===== config.mk =====
export PLATFORM = sky130hd
export DESIGN_NAME = bsfb_top
export DESIGN_NICKNAME = d
export VERILOG_FILES = /design/src/logic/bsfb_pkg.sv /design/src/logic/bsfb_top.sv /design/src/logic/bsfb_blank.sv
export SDC_FILE = /design/constraint.sdc
export NUM_CORES = 1
export LEC_CHECK = 0
export ABC_CLOCK_PERIOD_IN_PS = 3450
export BUFFER_PORTS_ARGS = -buffer_cell sky130_fd_sc_hd__buf_2
export CAP_MARGIN = 20
export CELL_PAD_IN_SITES_DETAIL_PLACEMENT = 0
export CELL_PAD_IN_SITES_GLOBAL_PLACEMENT = 2
export CORE_ASPECT_RATIO = 0.9
export CORE_MARGIN = 3
export CORE_UTILIZATION = 38
export CTS_CLUSTER_SIZE = 40
export DETAILED_ROUTE_END_ITERATION = 12
export GPL_TIMING_DRIVEN = 0
export HOLD_SLACK_MARGIN = 0.15
export PLACE_DENSITY = 0.79
export SKIP_LAST_GASP = 1
export SYNTH_ARGS = -nofsm -noshare
export SYNTH_HDL_FRONTEND = slang
export SYNTH_SLANG_ARGS = --single-unit

===== constraint.sdc =====
create_clock -name CLK_SYS -period 3.45 [get_ports CLK_SYS]
set_input_delay 0.345 -clock CLK_SYS [delete_from_list [all_inputs] [get_ports CLK_SYS]]
set_output_delay 0.345 -clock CLK_SYS [all_outputs]
set_load 0.05 [all_outputs]

===== src/logic/bsfb_pkg.sv =====
// constants shared by the bootstrap status and feedback blanking register bank
// Behaviour
// - per high side, bootstrap_done_n reads zero once its capacitor charge is detected
// - per high side, threshold_raised is set when 1.0 V was needed to finish
// - timer register shows the live six top bits of the startup timer
// - timer counts as expired when its top bits reach 110100
// - timer field stays 000000 while the predriver supply is not stable
// - timer counts clock cycles from supply stable; one field step is 2^14 cycles
// - source threshold is 0.5 V before expiry and 1.0 V after it
// - status pair one/zero means uncharged, timer running; this is the reset state
// - pair one/one means uncharged, timer lapsed; zero done means charged
// - timer durations scale with the system clock rate
// - seven ground reference registers for high sides 1 to 7 at 18Fh to 195h
// - paired_lowside_active is high when any selected low side is on
// - pairing_disable (bit 7) forces paired_lowside_active to zero
// - while blanking runs, every feedback check on that DAC reads false
// - boost DAC writes never start a blanking interval
// - a DAC write blanks for blanking count plus filter depth plus 4 core periods
// - each DAC uses its own filter depth for its blanking length
package bsfb_pkg;
  // sizes of the block
  localparam int NUM_HS        = 7;
  localparam int NUM_LS        = 7;
  localparam int NUM_CDAC      = 6;
  localparam int NUM_DAC_WR    = 7;
  localparam int BOOST_DAC_IDX = 6;
  localparam int FILT_W        = 4;
  localparam int SETTLE_W      = 6;
  localparam int BLANK_W       = 8;
  localparam int CKPER_W       = 6;
  // register indices; byte address is four times the index
  localparam int         IDX_W          = 10;
  localparam logic [9:0] IDX_BS_STATUS  = 10'h18D;
  localparam logic [9:0] IDX_BS_TIMER   = 10'h18E;
  localparam logic [9:0] IDX_GREF_FIRST = 10'h18F;
  localparam logic [9:0] IDX_GREF_LAST  = 10'h195;
  localparam logic [9:0] IDX_SETTLE     = 10'h196;
  // status register field layout
  localparam int BS_DONE_LSB   = 0;
  localparam int BS_RAISED_LSB = 8;
  // timer register field layout
  localparam int         TMR_FIELD_W   = 6;
  localparam int         TMR_FIELD_LSB = 10;
  localparam logic [5:0] TMR_FINAL     = 6'h34;
  localparam logic [5:0] TMR_ZERO      = 6'h00;
  localparam int         TMR_STEP_LOG2 = 14;
  // ground reference register layout
  localparam int         GREF_SEL_LSB = 0;
  localparam int         GREF_DIS_BIT = 7;
  localparam int         GREF_W       = 8;
  localparam logic [7:0] GREF_RESET   = 8'hFF;
  // settling register layout
  localparam logic [5:0] SETTLE_RESET = 6'h00;
  localparam logic [7:0] BLANK_EXTRA  = 8'h04;
  // reset values of status bits
  localparam logic [6:0] BS_DONE_RESET   = 7'h7F;
  localparam logic [6:0] BS_RAISED_RESET = 7'h00;
endpackage


===== src/logic/bsfb_top.sv =====
// bootstrap status, ground reference pairing and feedback blanking registers
//
// Decided for this implementation: the APB slave port.
`timescale 1ns/100ps
module bsfb_top
  import bsfb_pkg::*;
#(
  parameter int TIMER_STEP_LOG2 = bsfb_pkg::TMR_STEP_LOG2
)
(
  input  wire logic                                   CLK_SYS,
  input  wire logic                                   ARST_N,
  input  wire logic [11:0]                            PADDR,
  input  wire logic                                   PSEL,
  input  wire logic                                   PENABLE,
  input  wire logic                                   PWRITE,
  input  wire logic [31:0]                            PWDATA,
  output logic      [31:0]                            PRDATA,
  output logic                                        PREADY,
  output logic                                        PSLVERR,
  input  wire logic                                   PREDRIVER_SUPPLY_OK,
  input  wire logic [bsfb_pkg::NUM_HS-1:0]            BS_CHARGE_DET,
  input  wire logic [bsfb_pkg::NUM_LS-1:0]            LOWSIDE_ON,
  input  wire logic [bsfb_pkg::CKPER_W-1:0]           CK_PER,
  input  wire logic [bsfb_pkg::NUM_DAC_WR-1:0]        DAC_WR,
  input  wire logic [bsfb_pkg::NUM_CDAC*bsfb_pkg::FILT_W-1:0] FILTER_LEN,
  input  wire logic [bsfb_pkg::NUM_CDAC-1:0]          FB_CHECK_RAW,
  output logic      [bsfb_pkg::NUM_CDAC-1:0]          FB_CHECK,
  output logic      [bsfb_pkg::NUM_CDAC-1:0]          FB_INVALID,
  output logic      [bsfb_pkg::NUM_HS-1:0]            PAIRED_LOWSIDE_ACTIVE,
  output logic      [bsfb_pkg::NUM_HS-1:0]            BOOTSTRAP_DONE_N,
  output logic                                        SOURCE_THRESHOLD_HIGH
);
  localparam int TMR_W = TMR_FIELD_W + TIMER_STEP_LOG2;

  // pin synchronisers, three stages each
  logic                   sup_s1;
  logic                   sup_s2;
  logic                   sup_s3;
  logic                   supply_stable;
  logic [NUM_HS-1:0]      det_s1;
  logic [NUM_HS-1:0]      det_s2;
  logic [NUM_HS-1:0]      det_s3;
  logic [NUM_HS-1:0]      charge_det;
  // startup timer and status
  logic [TMR_W-1:0]       timer;
  logic [TMR_FIELD_W-1:0] timer_field;
  logic                   timer_expired;
  logic [NUM_HS-1:0]      bootstrap_done_n;
  logic [NUM_HS-1:0]      threshold_raised;
  // configuration
  logic [GREF_W-1:0]      gref [NUM_HS];
  logic [SETTLE_W-1:0]    settle_time;
  // core clock enable
  logic [CKPER_W-1:0]     ck_div;
  logic                   ck_en;
  // feedback blanking
  logic [NUM_CDAC-1:0]    blanking;
  // bus decode
  logic [IDX_W-1:0]       idx;
  logic                   acc;
  logic                   wr_en;
  logic                   hit;
  logic [15:0]            rd_val;
  logic [15:0]            status_word;
  logic [15:0]            timer_word;

  // supply good pin: change accepted when stages two and three agree
  always_ff @(posedge CLK_SYS or negedge ARST_N)
  begin
    if (!ARST_N)
    begin
      sup_s1        <= 1'b0;
      sup_s2        <= 1'b0;
      sup_s3        <= 1'b0;
      supply_stable <= 1'b0;
    end
    else
    begin
      sup_s1 <= PREDRIVER_SUPPLY_OK;
      sup_s2 <= sup_s1;
      sup_s3 <= sup_s2;
      if (sup_s2 == sup_s3)
        supply_stable <= sup_s3;
    end
  end

  // charge comparator pins, same filtering per high side
  always_ff @(posedge CLK_SYS or negedge ARST_N)
  begin
    if (!ARST_N)
    begin
      det_s1     <= '0;
      det_s2     <= '0;
      det_s3     <= '0;
      charge_det <= '0;
    end
    else
    begin
      det_s1 <= BS_CHARGE_DET;
      det_s2 <= det_s1;
      det_s3 <= det_s2;
      for (int i = 0; i < NUM_HS; i++)
        if (det_s2[i] == det_s3[i])
          charge_det[i] <= det_s3[i];
    end
  end

  // upper bits of the startup timer
  assign timer_field   = timer[TMR_W-1 -: TMR_FIELD_W];
  assign timer_expired = (timer_field == TMR_FINAL);

  // startup timer: counts system cycles while supply is stable
  always_ff @(posedge CLK_SYS or negedge ARST_N)
  begin
    if (!ARST_N)
      timer <= '0;
    else if (!supply_stable)
      timer <= '0;
    else if (!timer_expired)
      timer <= timer + TMR_W'(1);
  end

  // source threshold select: 0.5 V low, 1.0 V once expired
  always_ff @(posedge CLK_SYS or negedge ARST_N)
  begin
    if (!ARST_N)
      SOURCE_THRESHOLD_HIGH <= 1'b0;
    else
      SOURCE_THRESHOLD_HIGH <= timer_expired;
  end

  // per high side charge status pair
  always_ff @(posedge CLK_SYS or negedge ARST_N)
  begin
    if (!ARST_N)
    begin
      bootstrap_done_n <= BS_DONE_RESET;
      threshold_raised <= BS_RAISED_RESET;
    end
    else if (!supply_stable)
    begin
      bootstrap_done_n <= BS_DONE_RESET;
      threshold_raised <= BS_RAISED_RESET;
    end
    else
    begin
      for (int i = 0; i < NUM_HS; i++)
        if (bootstrap_done_n[i])
        begin
          // threshold in use is recorded until the charge is seen
          threshold_raised[i] <= SOURCE_THRESHOLD_HIGH;
          if (charge_det[i])
            bootstrap_done_n[i] <= 1'b0;
        end
    end
  end

  assign BOOTSTRAP_DONE_N = bootstrap_done_n;

  // paired low side activity per high side
  always_ff @(posedge CLK_SYS or negedge ARST_N)
  begin
    if (!ARST_N)
      PAIRED_LOWSIDE_ACTIVE <= '0;
    else
      for (int i = 0; i < NUM_HS; i++)
        PAIRED_LOWSIDE_ACTIVE[i] <= !gref[i][GREF_DIS_BIT]
          && |(gref[i][GREF_SEL_LSB +: NUM_LS] & LOWSIDE_ON);
  end

  // core clock enable from the prescaler, period CK_PER+1
  always_ff @(posedge CLK_SYS or negedge ARST_N)
  begin
    if (!ARST_N)
    begin
      ck_div <= '0;
      ck_en  <= 1'b0;
    end
    else if (ck_div >= CK_PER)
    begin
      ck_div <= '0;
      ck_en  <= 1'b1;
    end
    else
    begin
      ck_div <= ck_div + CKPER_W'(1);
      ck_en  <= 1'b0;
    end
  end

  // one blanking counter per current DAC; boost DAC has none
  for (genvar d = 0; d < NUM_CDAC; d++)
  begin : g_blank
    bsfb_blank u_blank (
      .clk      (CLK_SYS),
      .arst_n   (ARST_N),
      .dac_wr   (DAC_WR[d]),
      .ck_en    (ck_en),
      .settle   (settle_time),
      .filt_len (FILTER_LEN[d*FILT_W +: FILT_W]),
      .blanking (blanking[d])
    );
  end

  // feedback checks forced false while blanked
  always_ff @(posedge CLK_SYS or negedge ARST_N)
  begin
    if (!ARST_N)
    begin
      FB_CHECK   <= '0;
      FB_INVALID <= '0;
    end
    else
    begin
      FB_CHECK   <= FB_CHECK_RAW & ~blanking;
      FB_INVALID <= blanking;
    end
  end

  // bus decode: word index, zero wait states
  assign idx     = PADDR[11:2];
  assign acc     = PSEL && PENABLE;
  assign wr_en   = acc && PWRITE && hit;
  assign PREADY  = 1'b1;
  assign PSLVERR = acc && !hit;

  // ground reference registers for high sides 1 to 7
  always_ff @(posedge CLK_SYS or negedge ARST_N)
  begin
    if (!ARST_N)
    begin
      for (int i = 0; i < NUM_HS; i++)
        gref[i] <= GREF_RESET;
    end
    else if (wr_en)
    begin
      for (int i = 0; i < NUM_HS; i++)
        if (idx == IDX_GREF_FIRST + IDX_W'(i))
          gref[i] <= PWDATA[GREF_W-1:0];
    end
  end

  // settling count register
  always_ff @(posedge CLK_SYS or negedge ARST_N)
  begin
    if (!ARST_N)
      settle_time <= SETTLE_RESET;
    else if (wr_en && idx == IDX_SETTLE)
      settle_time <= PWDATA[SETTLE_W-1:0];
  end

  // read words of the status registers
  always_comb
  begin
    status_word = '0;
    status_word[BS_DONE_LSB +: NUM_HS]   = bootstrap_done_n;
    status_word[BS_RAISED_LSB +: NUM_HS] = threshold_raised;
    timer_word  = '0;
    timer_word[TMR_FIELD_LSB +: TMR_FIELD_W] = timer_field;
  end

  // address hit and read value
  always_comb
  begin
    hit    = 1'b1;
    rd_val = '0;
    if (idx == IDX_BS_STATUS)
      rd_val = status_word;
    else if (idx == IDX_BS_TIMER)
      rd_val = timer_word;
    else if (idx >= IDX_GREF_FIRST && idx <= IDX_GREF_LAST)
      rd_val = {8'h00, gref[3'(idx - IDX_GREF_FIRST)]};
    else if (idx == IDX_SETTLE)
      rd_val = {10'h000, settle_time};
    else
      hit = 1'b0;
  end

  // read data held from a flip-flop
  always_ff @(posedge CLK_SYS or negedge ARST_N)
  begin
    if (!ARST_N)
      PRDATA <= '0;
    else if (PSEL && !PENABLE && !PWRITE)
      PRDATA <= {16'h0000, rd_val};
  end
endmodule


===== src/logic/bsfb_blank.sv =====
// one feedback blanking counter for one current DAC
`timescale 1ns/100ps
module bsfb_blank
  import bsfb_pkg::*;
(
  input  wire logic                          clk,
  input  wire logic                          arst_n,
  input  wire logic                          dac_wr,
  input  wire logic                          ck_en,
  input  wire logic [bsfb_pkg::SETTLE_W-1:0] settle,
  input  wire logic [bsfb_pkg::FILT_W-1:0]   filt_len,
  output logic                               blanking
);
  logic [BLANK_W-1:0] count;
  logic [BLANK_W-1:0] next_count;

  // full interval length from this DAC's own filter depth
  always_comb
  begin
    next_count = BLANK_W'(settle) + BLANK_W'(filt_len) + BLANK_EXTRA;
  end

  // load on write, count down on core clock periods
  always_ff @(posedge clk or negedge arst_n)
  begin
    if (!arst_n)
      count <= '0;
    else if (dac_wr)
      count <= next_count;
    else if (ck_en && count != '0)
      count <= count - 8'h01;
  end

  assign blanking = (count != '0);
endmodule


==> impl_metrics.json, run 1 <==
{
  "via_count": 8971,
  "fin_area_sq_um": 14400,
  "place_hpwl_um": 22100,
  "mostFrequentLayoutCells": "dfrtp_1, buf_2, nand2_1, nor2_1, mux2_2",
  "reg2reg_to": "g_blank[0].u_blank.count[6]$_DFFE_PN0P_",
  "finalNetCount": 1455,
  "tightestPinTransition_ps": 940,
  "clk_latency_ps": 530,
  "ys_seq_elements": 219,
  "fp.dieW_um": 194,
  "wl_per_cell_um": 18.0,
  "rsz0062_at_grt": "no",
  "core_area_sq_um": 31100,
  "worstHoldPathCells": 4,
  "clockBufferDepth": 3,
  "critical_path_class": "in2out",
  "worst_r2r_startpoint": "settle_time[1]$_DFFE_PN0P_",
  "placedInstanceArea_sq_um": 13300,
  "io_buffer_count": 122,
  "cts_max_level": 1,
  "p_per_area_nw_per_um2": 484,
  "num_rows": 61,
  "routabilityCongestion": 0.827,
  "final_cells": 1723,
  "start_util_pct": 38.8,
  "drt-initial-drc-count": 501,
  "yosysTopAreaCell": "dfrtp_1",
  "whs_endpoint": "g_blank[5].u_blank.count[0]$_DFFE_PN0P_",
  "yosys_most_used_dff": "dfrtp_1",
  "syn_area_sq_um": 12100,
  "cp.required_ps": 3110,
  "status": "completed",
  "setup_viol": 0,
  "via_per_inst": 5.21,
  "ioPinCount": 168,
  "area_growth_pct": 19.2,
  "drtPass1Iterations": 5,
  "grt_pass1_vias": 8823,
  "drive_gt1_share_pct": 26.9,
  "cts.clk_slew.worst_paths_ps": 60,
  "antenna_left": 0,
  "hold_violations": 0,
  "root_buffer": "clkbuf_16",
  "skew_ps": 8.79,
  "synth_enable_flop_cells": 0,
  "cp.arrival_ps": 2860,
  "worstSetupStartpointType": "input port",
  "cts_sinks": 219,
  "clock.fmax_ghz": 0.312,
  "end_kind": "output port",
  "min_from": "FILTER_LEN[20]",
  "syn_inst": 1105,
  "ys_seq_area_share_pct": 46.0,
  "rrSetupSlack_ps": 340,
  "synth.distinct_cells": 77,
  "min_period_ps": 3210,
  "slew_violations": 0,
  "routed_wl_um": 31000,
  "grt_overflow": 0,
  "final_common_cell": "dfrtp_1",
  "async_flop_share_pct": 100,
  "min_period_over_period_pct": 93.0,
  "detail_route.drc_violations": 0,
  "yosys_warnings": 0,
  "grt_util_all_layers_pct": 18.0,
  "synthDominantCellAreaShare_pct": 32.3,
  "fp.dieArea_sq_um": 34000,
  "hp-class": "in2reg",
  "post-place-cells": 1652,
  "die-height_um": 175,
  "grt_pass1_wl_um": 49400,
  "r2r_cells": 7,
  "syn_avg_cell_area_sq_um": 10.9,
  "slew_headroom_pct": 36.7,
  "cap_violations": 0,
  "ir_worst_vdd_mv": 0.341,
  "p_leak_nw": 6.42,
  "antenna_found_initial": 1,
  "post_cts_buffers": 0,
  "grt_max_degree": 121,
  "cts_tree": "built",
  "power.total_mw": 6.97,
  "cp_max_fo": 11,
  "yosys-top-cells-area": "dfrtp_1, dfstp_2, mux2_2",
  "cts_buffers": 26
}
==> report_power, final <==
group | switching, mW | leakage [nW] | total, mW | internal (mW)
combinational | 0.751 | 3.38 | 1.24 | 0.486
clock | 1.10 | 0.424 | 2.77 | 1.67
sequential | 0.192 | 2.61 | 2.96 | 2.77
total | 2.05 | 6.42 | 6.97 | 4.93
==> Yosys cell counts, drive strengths merged (5+ instances only) <==
| cell | count |
|---|---|
| maj3 | 8 |
| and3 | 9 |
| mux4 | 8 |
| a31oi | 18 |
| ha | 49 |
| nor2 | 69 |
| nor2b | 22 |
| a221oi | 5 |
| or3b | 5 |
| nand2 | 73 |
| or4 | 9 |
| nand2b | 8 |
| clkbuf | 32 |
| a21oi | 24 |
| and2 | 24 |
| o21ai | 55 |
| mux2 | 80 |
| o211ai | 10 |
| mux2i | 17 |
| fa | 6 |
| dfrtp | 156 |
| nor4 | 13 |
| nand3 | 21 |
| dfstp | 63 |
| buf | 23 |
| inv | 48 |
| nor3b | 7 |
| a222oi | 7 |
| nand4 | 10 |
| or3 | 12 |
| xnor2 | 43 |
| nor3 | 17 |
| o2111ai | 6 |
| a22oi | 28 |
| a21o | 19 |
| a21boi | 6 |
| a211oi | 15 |
| xor2 | 25 |
==> cells by family after synthesis <==
| family | synth area share [%] |
|---|---|
| xor gates and xnor gates | 4.93 |
| DFF | 46.0 |
| muxes | 10.9 |
| adders and majority gates | 6.73 |
| AOI/OAI and AO/OA | 13.7 |
| other | 0.0622 |
| buffers and inverters | 3.99 |
| and+or+nand+nor | 13.7 |
==> critical path, stage by stage <==
cell and delay, ps:
buf_2 280, clkbuf_1 430, inv_1 160, ha_1 220, or3b_1 340, a22o_1 250
a22o_1 230, buf_6 140, nor3_2 170, buf_2 290
==> sequential cells by signal, summed over array words and instances (netlist names), 7 cells and up <==
name,cells
PRDATA,16
charge_det,7
timer,20
det_s2,7
gref,56
BOOTSTRAP_DONE_N,7
g_blank.u_blank.count,48
PAIRED_LOWSIDE_ACTIVE,7
threshold_raised,7
det_s1,7
det_s3,7
==> cell type report <==
| type | instances | area [sq um] |
|---|---|---|
| clock inverters | 8 | 104 |
| clock buffers | 40 | 763 |
| well taps | 409 | 512 |
| fillers | 2953 | 16700 |
| flip-flops and latches | 219 | 5560 |
| inverters | 48 | 180 |
| diodes | 1 | 2.50 |
| repair buffers | 146 | 878 |
| multi-input cells | 798 | 6100 |
| plain buffers | 54 | 298 |
==> worst max path at each step <==
stage	from	end	slack [ps]	depth (start not counted)
after floorplan	PADDR[2]	PSLVERR	110	9
after global placement	ARST_N	PAIRED_LOWSIDE_ACTIVE[6]$_DFF_PN0_	-1990	1
final	PADDR[2]	PSLVERR	240	10
after global routing	PADDR[2]	PSLVERR	80	10
after detailed placement	PADDR[2]	PRDATA[4]$_DFFE_PN0P_	-460	12
after CTS	PADDR[2]	PSLVERR	220	10
==> routing by layer <==
| metal | up-vias | global-route usage (%) | routed length [um] |
|---|---|---|---|
| met4 | 0 | 4.04 | 563 |
| met5 | - | 0 | 0 |
| li1 | 4375 | - | - |
| met3 | 36 | 2.51 | 1270 |
| met2 | 193 | 27.9 | 13900 |
| met1 | 4367 | 27.0 | 15300 |
==> per-stage QoR <==
| step | utilization [%] | TNS, ps | hold WS (ps) | setup WS (ps) |
|---|---|---|---|---|
| finish | 46.2 | 0 | 178 | 242 |
| floorplan | - | 0 | 49.4 | 107 |
| global placement | 42.6 | -351010 | 333 | -1990 |
| global route | 46.2 | 0 | 156 | 82.9 |
| CTS | 46.2 | 0 | 154 | 216 |
| detailed placement | 42.7 | -10950 | 335 | -462 |
==> timing repair <==
item / CTS / global route
gates resized for setup: 0 / 0
endpoints found under the setup margin: 1 / 0
hold endpoints to repair: 101 / 0
hold buffers: 23 / 0
Power figures use the tool's default switching activity.
==> inputs of run 2 (changes only) <==
==> constraint.sdc (replaced) <==
create_clock -name CLK_SYS -period 3.45 [get_ports CLK_SYS]
set_input_delay 0.69 -clock CLK_SYS [delete_from_list [all_inputs] [get_ports CLK_SYS]]
set_output_delay 0.69 -clock CLK_SYS [all_outputs]
set_load 0.005 [all_outputs]
==> impl_metrics.json, run 2 (same netlist as run 1, synthesis figures left out) <==
{
  "status": "completed",
  "hold_ws_ps": 164,
  "fin_ws_ps": 246,
  "min_period_over_period_pct": 92.9,
  "cts_max_level": 1,
  "skew_ps": 28.5,
  "largest_reg_flops": 56,
  "wl_per_cell_um": 17.9,
  "mostFrequentLayoutCells": "dfrtp_1, buf_2, nand2_1, nor2_1, mux2_2",
  "grt_util_all_layers_pct": 17.7,
  "area_growth_pct": 17.7,
  "critical_path.startpoint": "PADDR[2]",
  "worst_r2r_startpoint": "settle_time[1]$_DFFE_PN0P_",
  "routabilityCongestion": 0.813,
  "grt_max_degree": 114,
  "cp.arrival_ps": 2510,
  "cts_buffers": 26,
  "antenna_left": 0,
  "clk_latency_ps": 550,
  "cp.required_ps": 2760,
  "r2r_cells": 7,
  "drt-initial-drc-count": 424,
  "final_util_pct": 45.7,
  "root_buffer": "clkbuf_16",
  "die-height_um": 175,
  "grt_pass1_wl_um": 48900,
  "clock.fmax_ghz": 0.312,
  "start_util_pct": 38.8,
  "tns_ps": 0,
  "drive_gt1_share_pct": 27.8,
  "finalNetCount": 1433,
  "num_rows": 61,
  "critical_path_class": "in2out",
  "min_period_ps": 3200,
  "grt_pass1_vias": 8750,
  "reg_top3": "gref: 56 flops, g_blank.u_blank.count: 48 flops, timer: 20 flops",
  "top_register": "gref",
  "final_common_cell": "dfrtp_1",
  "io_buffer_count": 122,
  "cpPeakStageDelay_ps": 340,
  "cts.clk_slew.worst_paths_ps": 60,
  "cap_violations": 0,
  "antenna_found_initial": 0,
  "power.total_mw": 6.87,
  "fp.dieArea_sq_um": 34000,
  "clockBufferDepth": 3,
  "fp.dieW_um": 194,
  "final_cells": 1700,
  "place_ws_ps": -581,
  "grt_overflow": 0,
  "drtPass1Iterations": 7,
  "placedInstanceArea_sq_um": 13300,
  "worstSetupStartpointType": "input port",
  "via_count": 8949,
  "slew_violations": 0,
  "core_area_sq_um": 31100,
  "crit_slowest_cell": "or3b_1",
  "end_kind": "output port",
  "hold_violations": 0,
  "routed_wl_um": 30500,
  "via_per_inst": 5.26,
  "n_antenna_cell": 0,
  "p_per_area_nw_per_um2": 483,
  "place_hpwl_um": 22000,
  "ir_worst_vdd_mv": 0.390,
  "rsz0062_at_grt": "no",
  "post-place-cells": 1652,
  "crit_chain": "buf_2 -> buf_12 -> inv_1 -> ha_1 -> or3b_1 -> a22o_1 -> a22o_1 -> buf_6 -> nor3_2 -> buf_2",
  "cp_max_fo": 18,
  "tightestPinTransition_ps": 991,
  "ioPinCount": 168,
  "fin_area_sq_um": 14200,
  "hp-class": "in2async",
  "detail_route.drc_violations": 0,
  "p_leak_nw": 6.36,
  "slew_headroom_pct": 33.3,
  "cts_tree": "built",
  "setup_viol": 0,
  "cts_sinks": 219
}
==> run 2: repair_timing <==
| action | CTS | global route |
|---|---|---|
| hold buffers | 0 | 0 |
| resized for setup | 6 | 2 |
| setup endpoints to repair | 1 | 1 |
| setup buffers | 0 | 1 |
| gates cloned | 0 | 0 |
==> run 2: worst paths after layout <==
check	endpoint	slack (ps)
worst min register to register	det_s2[2]$_DFF_PN0_	350
max in group asynchronous	PAIRED_LOWSIDE_ACTIVE[4]$_DFF_PN0_	2240
min in group CLK_SYS	det_s1[1]$_DFF_PN0_	240
worst min-delay path	g_blank[0].u_blank.count[0]$_DFFE_PN0P_	160
worst max register to register	g_blank[0].u_blank.count[6]$_DFFE_PN0P_	320
worst max-delay path	PSLVERR	250
==> run 2: cell type report <==
| cell class | instances | area [sq um] |
|---|---|---|
| tap | 409 | 512 |
| sequential | 219 | 5560 |
| clock buffer | 38 | 810 |
| multi-input combinational | 798 | 6100 |
| fill | 2989 | 16900 |
| clock inverter | 10 | 90.1 |
| inverter | 48 | 180 |
| buffer | 54 | 314 |
| timing repair buffer | 124 | 656 |
==> run 2: critical path, delay by kind of cell <==
family                   cells  cell delay (ps)
buffers and inverters        5              680
AND/OR/NAND/NOR              2              500
AO/OA/AOI/OAI                2              450
adder cells (fa/ha/maj)      1              200
==> run 2: metal layers <==
layer	track usage, %	routed length (um)	up-vias
li1	-	-	4331
met1	26.6	15100	4434
met2	27.6	13800	148
met3	2.91	1130	36
met4	2.99	465	0
met5	0	0	-
==> run 2: power by group <==
group	internal (mW)	switching (mW)	leakage (nW)
Sequential	2.77	0.184	2.61
Clock	1.71	1.12	0.447
Combinational	0.470	0.625	3.30
Total	4.95	1.93	6.36
==> inputs of run 3 (changes only) <==
Settings changed: ABC_AREA set to 1, CORE_UTILIZATION 38 to 34.
==> impl_metrics.json, run 3 <==
{
  "routed_wl_um": 35400,
  "synth_common_cells": "nand2_1, inv_1, dfrtp_1, nor2_1, o21ai_0",
  "num_rows": 66,
  "critical_path_class": "in2out",
  "min_period_over_period_pct": 94.2,
  "wl_per_cell_um": 15.7,
  "antenna_found_initial": 0,
  "synth_mux_area_share_pct": 0,
  "antenna_left": 0,
  "status": "completed",
  "routabilityCongestion": 0.879,
  "via_count": 10837,
  "detail_route.drc_violations": 0,
  "grt_max_degree": 91,
  "tightestPinTransition_ps": 1070,
  "clock.fmax_ghz": 0.308,
  "area_growth_pct": 18.3,
  "cap_violations": 0,
  "syn_area_sq_um": 12600,
  "synthAdderAreaFrac_pct": 6.47,
  "cp_max_fo": 12,
  "grt_overflow": 0,
  "cts_buffers": 26,
  "async_flop_share_pct": 100,
  "cts.clk_slew.worst_paths_ps": 60,
  "io_buffer_count": 119,
  "ys_seq_elements": 219,
  "drt-initial-drc-count": 684,
  "setup_viol": 0,
  "grt_pass1_wl_um": 57300,
  "top_register": "gref",
  "placedInstanceArea_sq_um": 13900,
  "yosys_warnings": 0,
  "ctsResizeCount": 0,
  "largest_reg_flops": 56,
  "synthDominantCellAreaShare_pct": 31.1,
  "skew_ps": 17.0,
  "synth.distinct_cells": 52,
  "n_antenna_cell": 0,
  "place_hpwl_um": 26300,
  "mostFrequentLayoutCells": "nand2_1, inv_1, dfrtp_1, nor2_1, buf_2",
  "fp.dieArea_sq_um": 39300,
  "fp.dieW_um": 209,
  "synth_simple_gate_area_share_pct": 26.2,
  "final_common_cell": "nand2_1",
  "hold_violations": 0,
  "cts_sinks": 219,
  "clockBufferDepth": 3,
  "ir_worst_vdd_mv": 0.365,
  "ioPinCount": 168,
  "synth_xor_area_share_pct": 0.975,
  "drive_gt1_share_pct": 17.2,
  "die-height_um": 188,
  "final_util_pct": 40.9,
  "drtPass1Iterations": 5,
  "finalNetCount": 1928,
  "min_period_ps": 3250,
  "worstSetupStartpointType": "input port",
  "yosys_most_used_dff": "dfrtp_1",
  "yosysTopAreaCell": "dfrtp_1",
  "p_per_area_nw_per_um2": 497,
  "cp.arrival_ps": 2560,
  "hp-class": "in2reg",
  "start_util_pct": 34.6,
  "cp.required_ps": 2760,
  "syn_inst": 1596,
  "yosysMostFrequentCell": "nand2_1",
  "cts_max_level": 1,
  "synth_compound_gate_area_share_pct": 13.2,
  "p_leak_nw": 7.07,
  "synth_enable_flop_cells": 0,
  "slew_headroom_pct": 28.1,
  "via_per_inst": 4.79,
  "grt_util_all_layers_pct": 17.9,
  "yosys-top-cells-area": "dfrtp_1, dfstp_2, nand2_1",
  "end_kind": "output port",
  "root_buffer": "clkbuf_16",
  "ys_seq_area_share_pct": 44.2,
  "synth_top_family_by_area": "simple AND/OR/NAND/NOR gates",
  "slew_violations": 0,
  "syn_avg_cell_area_sq_um": 7.88,
  "fin_area_sq_um": 14900,
  "clk_latency_ps": 540,
  "grt_pass1_vias": 10598,
  "core_area_sq_um": 36300,
  "cts_tree": "built",
  "reg_top3": "gref: 56 flops, g_blank.u_blank.count: 48 flops, timer: 20 flops",
  "rsz0062_at_grt": "no"
}
-- run 3: changes by cell type after synthesis, moves of 30 or more --
cell and delta:
nor2_1 +57, xnor2_1 -41, o21ai_0 +63, inv_1 +148
nand3_1 +87, a21oi_1 +30, mux2_2 -64, nand2_1 +333
o21ai_1 +63
-- run 3: per-stage QoR --
stage                     power (mW)  setup WS [ps]  hold WS [ps]  setup TNS, ps  instances
after floorplan                 3.94            511           331              0       1611
after global placement          4.41          -2440           333        -435730       2206
after detailed placement        4.43           -287           335           -704       2208
after CTS                       7.51           4.82           227              0       2256
after global routing            7.87           35.5           225              0       2262
final                           7.39            200           255              0       2262
-- run 3: path summary, 6_finish.rpt --
| path | startpoint | end | slack, ps | depth (start not counted) |
|---|---|---|---|---|
| setup / recovery | PADDR[2] | PSLVERR | 200 | 10 |
| hold / removal | BS_CHARGE_DET[2] | det_s1[2]$_DFF_PN0_ | 260 | 1 |
| setup reg to reg | settle_time[0]$_DFFE_PN0P_ | g_blank[4].u_blank.count[6]$_DFFE_PN0P_ | 950 | 10 |
| hold reg to reg | det_s1[1]$_DFF_PN0_ | det_s2[1]$_DFF_PN0_ | 350 | 0 |
| max in group asynchronous | ARST_N | BOOTSTRAP_DONE_N[1]$_DFF_PN1_ | 1960 | 3 |
| min in group asynchronous | ARST_N | g_blank[4].u_blank.count[7]$_DFFE_PN0P_ | 660 | 2 |
-- run 3: what timing repair did --
action / in CTS / in global routing
setup endpoints to repair: 1 / 1
buffers inserted: 0 / 6
endpoints found under the hold margin: 46 / 0
hold buffers: 1 / 0
pin swaps: 1 / 1
-- run 3: final cells by class --
| type | count | area, sq um |
|---|---|---|
| Fill cell | 3840 | 21500 |
| Clock inverter | 16 | 215 |
| Sequential cell | 219 | 5560 |
| Multi-Input combinational cell | 1133 | 5960 |
| Buffer | 52 | 328 |
| Clock buffer | 32 | 724 |
| Inverter | 206 | 776 |
| Timing Repair Buffer | 128 | 716 |
| Tap cell | 476 | 596 |
-- run 3: power breakdown --
part | switching [mW] | total (mW) | internal (mW)
clock network | 1.15 | 3.01 | 1.86
registers | 0.170 | 3.00 | 2.83
logic | 0.902 | 1.38 | 0.480
total | 2.22 | 7.39 | 5.17
-- run 3: worst max-delay path, stage by stage --
cell      delay, ps
buf_2           220
inv_1           150
clkbuf_1        290
ha_1            290
inv_1           110
nor2_4           70
o21ai_4         280
nand3_4         190
nor2_1          140
buf_2           120
-- run 3: cell families (layout without fill, tap and decap cells) --
family / Yosys count / count (layout)
simple gates: 742 / 742
xor+xnor: 14 / 14
flops: 219 / 219
fa+ha+maj: 63 / 63
compound gates: 297 / 297
other cells: 2 / 17
buf+inv: 259 / 434
-- run 3: per-layer routing --
metal / routed length (um) / GRT usage [%] / part of all wire [%]
met2: 15100 / 27.2 / 43
met4: 571 / 3.30 / 1.6
met1: 18300 / 27.2 / 52
met3: 1380 / 2.60 / 3.9
met5: 0 / 0 / 0
